===== config.mk =====
export PLATFORM = sky130hd
export DESIGN_NAME = pbd_top
export DESIGN_NICKNAME = d
export VERILOG_FILES = /design/src/rtl/pbd_pkg.sv /design/src/rtl/pbd_delay_timer.sv /design/src/rtl/pbd_top.sv
export SDC_FILE = /design/constraint.sdc
export NUM_CORES = 1
export LEC_CHECK = 0
export ABC_AREA = 0
export BUFFER_PORTS_ARGS = -buffer_cell sky130_fd_sc_hd__buf_2
export CAP_MARGIN = 20
export CORE_UTILIZATION = 54
export CTS_CLUSTER_DIAMETER = 200
export DETAILED_ROUTE_END_ITERATION = 8
export MAX_ROUTING_LAYER = met4
export PLACE_DENSITY = 0.76
export SLEW_MARGIN = 25
export SYNTH_ARGS = -nofsm -noshare
export SYNTH_HDL_FRONTEND = slang
export SYNTH_SLANG_ARGS = --single-unit

===== constraint.sdc =====
create_clock -name clock -period 12.28 [get_ports clock]
set_input_delay 1.228 -clock clock [delete_from_list [all_inputs] [get_ports clock]]
set_output_delay 1.228 -clock clock [all_outputs]
set_load 0.02 [all_outputs]

===== src/rtl/pbd_pkg.sv =====
/*
  package for the protection blocking delays block: widths, default delays,
  timebase figures and the carrier structs.
  assumes a 40 MHz system clock and sensor words already scaled to threshold units.
*/
package pbd_pkg;

  localparam int unsigned CLOCK_PERIOD_NS  = 25;
  localparam int unsigned SECOND_NS        = 1000000000;
  localparam int unsigned TICKS_PER_SECOND = SECOND_NS / CLOCK_PERIOD_NS;

  localparam int unsigned DELAY_WIDTH   = 6;
  localparam int unsigned MEASURE_WIDTH = 16;
  localparam int unsigned SYNC_DEPTH    = 3;
  localparam int unsigned BIN_INPUTS    = 4;
  localparam int unsigned RUN_GROUPS    = 3;
  localparam int unsigned RUN_SENSES    = 3;
  localparam int unsigned FORCE_INPUTS  = 2;

  localparam logic [DELAY_WIDTH-1:0] DELAY_MAX_S = 6'h3C;

  localparam logic [DELAY_WIDTH-1:0] RUN_GROUP_A_DEFAULT_S = 6'h0A;
  localparam logic [DELAY_WIDTH-1:0] RUN_GROUP_B_DEFAULT_S = 6'h14;
  localparam logic [DELAY_WIDTH-1:0] RUN_GROUP_C_DEFAULT_S = 6'h1E;
  localparam logic [DELAY_WIDTH-1:0] FILTER_A_DEFAULT_S    = 6'h01;
  localparam logic [DELAY_WIDTH-1:0] FILTER_B_DEFAULT_S    = 6'h05;
  localparam logic [DELAY_WIDTH-1:0] FILTER_C_DEFAULT_S    = 6'h0A;
  localparam logic [DELAY_WIDTH-1:0] FORCED_A_DEFAULT_S    = 6'h00;
  localparam logic [DELAY_WIDTH-1:0] FORCED_B_DEFAULT_S    = 6'h00;

  localparam logic [1:0] FILTER_SEL_A = 2'h0;
  localparam logic [1:0] FILTER_SEL_B = 2'h1;

  typedef struct packed {
    logic [DELAY_WIDTH-1:0] run_group_a_delay;
    logic [DELAY_WIDTH-1:0] run_group_b_delay;
    logic [DELAY_WIDTH-1:0] run_group_c_delay;
    logic [DELAY_WIDTH-1:0] input_filter_delay_a;
    logic [DELAY_WIDTH-1:0] input_filter_delay_b;
    logic [DELAY_WIDTH-1:0] input_filter_delay_c;
    logic [DELAY_WIDTH-1:0] forced_inhibit_delay_a;
    logic [DELAY_WIDTH-1:0] forced_inhibit_delay_b;
  } pbd_delays_type;

  localparam pbd_delays_type DELAYS_DEFAULT = '{
    run_group_a_delay:      RUN_GROUP_A_DEFAULT_S,
    run_group_b_delay:      RUN_GROUP_B_DEFAULT_S,
    run_group_c_delay:      RUN_GROUP_C_DEFAULT_S,
    input_filter_delay_a:   FILTER_A_DEFAULT_S,
    input_filter_delay_b:   FILTER_B_DEFAULT_S,
    input_filter_delay_c:   FILTER_C_DEFAULT_S,
    forced_inhibit_delay_a: FORCED_A_DEFAULT_S,
    forced_inhibit_delay_b: FORCED_B_DEFAULT_S
  };

  typedef struct packed {
    logic [MEASURE_WIDTH-1:0] speed;
    logic [MEASURE_WIDTH-1:0] oil_pressure;
    logic [MEASURE_WIDTH-1:0] coolant_pressure;
  } pbd_measure_type;

  typedef struct packed {
    logic [MEASURE_WIDTH-1:0] start_speed_threshold;
    logic [MEASURE_WIDTH-1:0] start_oil_pressure_threshold;
    logic [MEASURE_WIDTH-1:0] start_coolant_pressure_threshold;
  } pbd_threshold_type;

endpackage


===== src/rtl/pbd_delay_timer.sv =====
/*
  one delay channel: output goes high once arm has stayed high for delay seconds,
  and drops the cycle after arm drops.
  assumes arm is already synchronous to clock.
*/
`timescale 1ns/100ps
module pbd_delay_timer #(
  parameter int unsigned SEC_TICKS = pbd_pkg::TICKS_PER_SECOND
) (
  input  wire logic                             clock,
  input  wire logic                             reset,
  input  wire logic                             arm,
  input  wire logic [pbd_pkg::DELAY_WIDTH-1:0]  delay,
  output logic                                  done
);

  localparam int unsigned CW = (SEC_TICKS > 1) ? $clog2(SEC_TICKS) : 1;
  localparam logic [CW-1:0] LAST_TICK = CW'(SEC_TICKS - 1);

  logic [CW-1:0]                   cycle_cnt;
  logic [pbd_pkg::DELAY_WIDTH-1:0] sec_cnt;
  wire                             sec_wrap;
  wire [pbd_pkg::DELAY_WIDTH-1:0]  limit;
  wire [CW-1:0]                    next_cycle_cnt;
  wire [pbd_pkg::DELAY_WIDTH-1:0]  next_sec_cnt;
  wire                             next_done;

  // settings above the range clamp to the maximum
  assign limit          = (delay > pbd_pkg::DELAY_MAX_S) ? pbd_pkg::DELAY_MAX_S : delay;
  assign sec_wrap       = (cycle_cnt == LAST_TICK);
  // counters restart while arm is low
  assign next_cycle_cnt = !arm ? '0 : (sec_wrap ? '0 : cycle_cnt + CW'(1));
  assign next_sec_cnt   = !arm ? '0 : ((sec_wrap && sec_cnt != pbd_pkg::DELAY_MAX_S) ? sec_cnt + 6'h01 : sec_cnt);
  assign next_done      = arm && (sec_cnt >= limit);

  always_ff @(posedge clock or posedge reset) begin
    if (reset) begin
      cycle_cnt <= '0;
      sec_cnt   <= '0;
      done      <= 1'b0;
    end else begin
      cycle_cnt <= next_cycle_cnt;
      sec_cnt   <= next_sec_cnt;
      done      <= next_done;
    end
  end

  // helper: cycles arm has been held, saturating
  logic [31:0] held_cycles;
  always_ff @(posedge clock or posedge reset) begin
    if (reset) begin
      held_cycles <= '0;
    end else if (!arm) begin
      held_cycles <= '0;
    end else if (held_cycles != 32'hFFFFFFFF) begin
      held_cycles <= held_cycles + 32'h1;
    end
  end
endmodule


===== src/rtl/pbd_top.sv =====
/*
  protection qualification: engine running detection, running-only alarm group
  hold-off, binary input protection filters and forced inhibit channels.
  assumes sensor words are synchronous to clock; all contact inputs are raw pins.
*/
// Functional notes
// - running-only groups held off until running plus delay
// - group a delay 0..60 s, default 10
// - group b own delay, default 20 s
// - group c own delay, default 30 s
// - running when speed or oil above start threshold
// - coolant threshold counts only for propulsion application
// - any run sense input also means running
// - protection active after input closed beyond filter
// - three filter delays 0..60 s, defaults 1,5,10
// - filter only for protections, not logical function
// - forced inhibit a active after delay once opened
// - forced inhibit b same, own delay, default 0
// - forced inhibit removed at once on closing
// - forced inhibit ignores engine running state
`timescale 1ns/100ps
module pbd_top #(
  parameter int unsigned SEC_TICKS = pbd_pkg::TICKS_PER_SECOND
) (
  input  wire logic                                 clock,
  input  wire logic                                 reset,
  input  pbd_pkg::pbd_measure_type                  measure,
  input  pbd_pkg::pbd_threshold_type                thresholds,
  input  pbd_pkg::pbd_delays_type                   delays,
  input  wire logic                                 propulsion_application,
  input  wire logic [pbd_pkg::RUN_SENSES-1:0]       run_sense_input,
  input  wire logic [pbd_pkg::BIN_INPUTS-1:0]       bin_input,
  input  wire logic [pbd_pkg::BIN_INPUTS-1:0]       bin_is_protection,
  input  wire logic [2*pbd_pkg::BIN_INPUTS-1:0]     bin_filter_select,
  input  wire logic [pbd_pkg::FORCE_INPUTS-1:0]     forced_inhibit_input,
  output logic                                      engine_running,
  output logic [pbd_pkg::RUN_GROUPS-1:0]            run_group_enable,
  output logic [pbd_pkg::BIN_INPUTS-1:0]            bin_protection_active,
  output logic [pbd_pkg::BIN_INPUTS-1:0]            bin_logic_level,
  output logic [pbd_pkg::FORCE_INPUTS-1:0]          forced_inhibit_active
);

  localparam int unsigned NPIN = pbd_pkg::RUN_SENSES + pbd_pkg::BIN_INPUTS + pbd_pkg::FORCE_INPUTS;
  // force pins rest closed in reset, so no inhibit fires before the pin is seen
  localparam logic [NPIN-1:0] PIN_RESET = {{pbd_pkg::FORCE_INPUTS{1'b1}},
                                           {(pbd_pkg::RUN_SENSES + pbd_pkg::BIN_INPUTS){1'b0}}};

  // pin synchronisers: three stages, change accepted when stages two and three agree
  logic [NPIN-1:0] pin_s1;
  logic [NPIN-1:0] pin_s2;
  logic [NPIN-1:0] pin_s3;
  logic [NPIN-1:0] pin_level;
  wire  [NPIN-1:0] pin_raw;
  wire  [NPIN-1:0] next_pin_level;

  assign pin_raw        = {forced_inhibit_input, bin_input, run_sense_input};
  assign next_pin_level = (pin_s2 & pin_s3) | (pin_level & (pin_s2 | pin_s3));

  always_ff @(posedge clock or posedge reset) begin
    if (reset) begin
      pin_s1    <= PIN_RESET;
      pin_s2    <= PIN_RESET;
      pin_s3    <= PIN_RESET;
      pin_level <= PIN_RESET;
    end else begin
      pin_s1    <= pin_raw;
      pin_s2    <= pin_s1;
      pin_s3    <= pin_s2;
      pin_level <= next_pin_level;
    end
  end

  wire [pbd_pkg::RUN_SENSES-1:0]   sense_level;
  wire [pbd_pkg::BIN_INPUTS-1:0]   bin_level;
  wire [pbd_pkg::FORCE_INPUTS-1:0] force_level;

  assign sense_level = pin_level[pbd_pkg::RUN_SENSES-1:0];
  assign bin_level   = pin_level[pbd_pkg::RUN_SENSES +: pbd_pkg::BIN_INPUTS];
  assign force_level = pin_level[pbd_pkg::RUN_SENSES + pbd_pkg::BIN_INPUTS +: pbd_pkg::FORCE_INPUTS];

  // delay settings, defaults held during reset
  pbd_pkg::pbd_delays_type delay_set;

  always_ff @(posedge clock or posedge reset) begin
    if (reset) begin
      delay_set <= pbd_pkg::DELAYS_DEFAULT;
    end else begin
      delay_set <= delays;
    end
  end

  // engine running detection
  wire speed_above;
  wire oil_above;
  wire coolant_above;
  wire next_engine_running;

  assign speed_above         = measure.speed > thresholds.start_speed_threshold;
  assign oil_above           = measure.oil_pressure > thresholds.start_oil_pressure_threshold;
  assign coolant_above       = propulsion_application &&
                               (measure.coolant_pressure > thresholds.start_coolant_pressure_threshold);
  assign next_engine_running = speed_above || oil_above || coolant_above || (|sense_level);

  always_ff @(posedge clock or posedge reset) begin
    if (reset) begin
      engine_running <= 1'b0;
    end else begin
      engine_running <= next_engine_running;
    end
  end

  // running-only group hold-off, armed only while running
  wire [pbd_pkg::DELAY_WIDTH-1:0] group_delay [pbd_pkg::RUN_GROUPS];

  assign group_delay[0] = delay_set.run_group_a_delay;
  assign group_delay[1] = delay_set.run_group_b_delay;
  assign group_delay[2] = delay_set.run_group_c_delay;

  for (genvar g = 0; g < pbd_pkg::RUN_GROUPS; g++) begin : g_group
    pbd_delay_timer #(.SEC_TICKS(SEC_TICKS)) u_timer (
      .clock (clock),
      .reset (reset),
      .arm   (engine_running),
      .delay (group_delay[g]),
      .done  (run_group_enable[g])
    );
  end

  // binary input protection filters
  wire [pbd_pkg::BIN_INPUTS-1:0]  bin_arm;
  wire [pbd_pkg::DELAY_WIDTH-1:0] bin_delay [pbd_pkg::BIN_INPUTS];

  for (genvar b = 0; b < pbd_pkg::BIN_INPUTS; b++) begin : g_bin
    wire [1:0] sel;
    assign sel          = bin_filter_select[2*b +: 2];
    assign bin_delay[b] = (sel == pbd_pkg::FILTER_SEL_A) ? delay_set.input_filter_delay_a :
                          (sel == pbd_pkg::FILTER_SEL_B) ? delay_set.input_filter_delay_b :
                                                           delay_set.input_filter_delay_c;
    assign bin_arm[b]   = bin_level[b] && bin_is_protection[b];
    pbd_delay_timer #(.SEC_TICKS(SEC_TICKS)) u_timer (
      .clock (clock),
      .reset (reset),
      .arm   (bin_arm[b]),
      .delay (bin_delay[b]),
      .done  (bin_protection_active[b])
    );
  end

  // logical function follows the filtered pin with no protection delay
  always_ff @(posedge clock or posedge reset) begin
    if (reset) begin
      bin_logic_level <= '0;
    end else begin
      bin_logic_level <= bin_level;
    end
  end

  // forced inhibit: armed while input open, independent of running
  wire [pbd_pkg::FORCE_INPUTS-1:0] force_arm;
  wire [pbd_pkg::DELAY_WIDTH-1:0]  force_delay [pbd_pkg::FORCE_INPUTS];

  assign force_arm      = ~force_level;
  assign force_delay[0] = delay_set.forced_inhibit_delay_a;
  assign force_delay[1] = delay_set.forced_inhibit_delay_b;

  for (genvar f = 0; f < pbd_pkg::FORCE_INPUTS; f++) begin : g_force
    pbd_delay_timer #(.SEC_TICKS(SEC_TICKS)) u_timer (
      .clock (clock),
      .reset (reset),
      .arm   (force_arm[f]),
      .delay (force_delay[f]),
      .done  (forced_inhibit_active[f])
    );
  end
endmodule


==> impl_metrics.ini <==
[drt]
drtIter0Drc = 999
drt_pass1_iterations = 7
final_antenna_net_count = 0
via_count = 14600
routedWlPerCell_um = 14.5
drt-vias-per-instance = 5.46
drt-total-wl_um = 38600
drc_errors = 6

[pwr]
clkPwrFrac = 0.432
switchingPower_w = 0.000685
peakVddDrop_mv = 0.127
cellPowerDensity_nw_per_um2 = 128
pwr-share-comb = 0.085
intPower_w = 0.00219
pwr-share-seq = 0.483
p_sw_frac = 0.238
power_leakage_nw = 10.5

[worst_hold_path]
hold_class = register to register
hold-path-cell-count = 0

[setup_path]
crit_buf_inv = 1
criticalPathCategory = primary input to register
path_depth = 13
cp.required_ns = 12.69
critPathSlowestCell = nor4_1
critical_path.top_delay_family = simple AND/OR/NAND/NOR gates
critPathCaptureType = register
cp_data_arrival_time_ns = 3.21
cp-start-kind = primary input
crit_chain = buf_2 > mux2i_1 > nor2_1 > a21oi_1 > nor4_1 > nor2_1 > ha_1 > nand2b_1 > a21o_1 > a21oi_1 > nor2b_1 > o21ai_0 > a211oi_1
reg2regPathDepth = 6
cp_max_fo = 6
critPathMaxStageDelay_ns = 0.37

[yosys]
netlist_area_sq_um = 19800
synth_ff_type = dfrtp_1
avgSynthCellArea_sq_um = 9.92
synth_edf_count = 0
yosys_warnings = 0
ys_types = 60
seq_area_frac_synth = 0.490
yosys_register_bits = 386
synthArstFlopShare = 1.00
synth_cells = 1992
syn_nets = 2289

[clocking]
root_buffer = clkbuf_16
cts.clk_slew.worst_paths_ns = 0.06
cts.htree.levels = 2
cts_tree = built
post_cts_buffers = 0
ctsLongestPathBuffers = 3
cts.sinks = 386
ctsHoldBuffers = 0
numCtsBuffers = 40
clkLatencyLatePin_ns = 0.55
ctsResizeCount = 0

[run]
drv_cap = 0

[sta]
period_minus_slack_ns = 2.81
drv_slew = 0
timing.setup.tns_ns = 0
timing.fmax_mhz = 356
rsz0062_at_grt = no
setup_viol = 0
finClkSkew_ns = 0.0318
period_share = 0.228
whs_ns = 0.351
slew_headroom = 0.370
finalHoldViolations = 0
worst_slew_pin_slew_ns = 0.945

[die]
die_h_um = 193
initial_core_util = 0.551
row_count = 69
ios = 182
die-area_sq_um = 37400
fp.coreArea_sq_um = 35800
die_w_um = 193

[global_routing]
grt_overflow = 0
grt_max_degree = 145
grt_pass1_vias = 14800
antenna_found_initial = 0
grt_pass1_wl_um = 67400
groute.usage.overall = 0.218

[finish]
drive_above_1_share = 0.135
utilization = 0.628
fin_nets = 2472
num_antenna_cells = 0
area_delta_synth_final_pct = 13.8

[outcome]
status = finished, violations left
failed_checks = design-rule violations

[placement]
port_buffers = 181
globalplace.congestion = 0.886
dp_hpwl_um = 27000
[metal layers]
layer  vias up  GRT usage  wire length [um]
li1       7148          -                 -
met1      7085      0.284             17800
met2       268      0.357             18700
met3        58     0.0331              1510
met4         0     0.0578               660
met5         -          -                 0
[through the flow]
stage / worst slack (ns) / std cells / power (W) / area (sq um)
floorplan: 0.359 / 1992 / 0.00157 / 19800
global placement: 9.04 / 2594 / 0.00164 / 21100
detailed placement: 8.96 / 2594 / 0.00165 / 21100
CTS: 9.53 / 2666 / 0.00291 / 22500
global route: 9.26 / 2666 / 0.00301 / 22500
finish: 9.47 / 2666 / 0.00287 / 22500
[synthesized netlist by cell type, types with 3 or more instances]
library cell | number | share of area
nand2b_1 | 17 | 0.0054
nor2_1 | 314 | 0.060
a21oi_1 | 78 | 0.020
nor4bb_1 | 6 | 0.0030
dfrtp_1 | 365 | 0.46
and3_1 | 53 | 0.017
nor3_1 | 29 | 0.0073
or4_1 | 6 | 0.0023
nor3b_1 | 5 | 0.0019
nand3_1 | 101 | 0.026
or3_1 | 37 | 0.012
xnor2_1 | 89 | 0.039
dfstp_2 | 21 | 0.028
a22o_1 | 3 | 0.0013
clkbuf_1 | 31 | 0.0059
a21boi_1 | 3 | 0.0011
a21boi_0 | 3 | 0.0011
o21ai_0 | 51 | 0.013
a21o_1 | 12 | 0.0046
inv_1 | 118 | 0.022
nor4b_1 | 13 | 0.0058
or2_2 | 3 | 0.00095
o31ai_1 | 4 | 0.0015
mux2i_1 | 29 | 0.015
ha_1 | 129 | 0.082
buf_4 | 11 | 0.0042
nor2b_1 | 17 | 0.0054
buf_2 | 7 | 0.0018
and4_1 | 21 | 0.0093
xor2_1 | 136 | 0.060
o211ai_1 | 3 | 0.0011
nand4_1 | 71 | 0.022
nand2_1 | 122 | 0.023
and2_1 | 23 | 0.0073
a211oi_1 | 7 | 0.0027
maj3_1 | 9 | 0.0046
nor4_1 | 15 | 0.0047
[registers in the layout, indices dropped and copies added, names as in the netlist, 9 cells and up]
register,flops
pin_s2,9
g_group.u_timer.cycle_cnt,78
delay_set,48
pin_s3,9
g_group.u_timer.sec_cnt,18
g_force.u_timer.cycle_cnt,52
g_bin.u_timer.sec_cnt,24
pin_s1,9
pin_level,9
g_bin.u_timer.cycle_cnt,104
g_force.u_timer.sec_cnt,12
[power by group through the flow]
stage | registers, W | clock network, W | logic [W]
2_1_floorplan | 0.00139 | 0 | 0.000175
3_3_place_gp | 0.00141 | 0 | 0.000236
3_5_place_dp | 0.00141 | 0 | 0.000245
4_1_cts | 0.00139 | 0.00127 | 0.000248
5_1_grt | 0.00139 | 0.00133 | 0.000283
6_report | 0.00139 | 0.00124 | 0.000244
[final timing paths]
| check | to | from | slack, ns |
|---|---|---|---|
| min | pin_s2[1] | pin_s1[1] | 0.35 |
| max reg2reg | g_group[1].u_timer.cycle_cnt[5] | g_group[1].u_timer.cycle_cnt[0] | 9.69 |
| min in group asynchronous | delay_set[44] | reset | 0.74 |
| max | g_bin[2].u_timer.done | bin_filter_select[4] | 9.47 |
| min reg2reg | pin_s2[1] | pin_s1[1] | 0.35 |
| max in group asynchronous | g_bin[1].u_timer.cycle_cnt[7] | reset | 10.17 |
[layout make-up]
| class | count | area (sq um) |
|---|---|---|
| multi-input cells | 1439 | 9420 |
| clock buffers | 56 | 1170 |
| well taps | 461 | 577 |
| fillers | 2809 | 13300 |
| flip-flops and latches | 386 | 9690 |
| inverters | 118 | 455 |
| clock inverters | 16 | 190 |
| repair buffers | 190 | 985 |
[cells by family after synthesis]
kind of cell,count (synthesis),synth area share
AO/OA/AOI/OAI,174,0.0505
XOR/XNOR,225,0.0997
adder cells (fa/ha/maj),138,0.0862
buffers and inverters,167,0.0343
flip-flops,386,0.490
multiplexers,31,0.0158
AND/OR/NAND/NOR,871,0.223
[layout by cell type, fill, tap and decap left out, types with 15 or more instances in the layout]
cell	instances
or3_1	37
ha_1	129
inv_1	117
nand4_1	71
nand2b_1	17
a21oi_1	78
and3_1	53
dfstp_2	21
nor3_1	29
nor4_1	15
nand2_1	122
nand3_1	101
dfrtp_1	365
and2_1	23
and4_1	21
mux2i_1	29
xnor2_1	89
buf_2	181
xor2_1	136
clkbuf_16	41
nor2_1	314
o21ai_0	51
nor2b_1	17
Note: power is estimated with default switching activity, not from simulation.
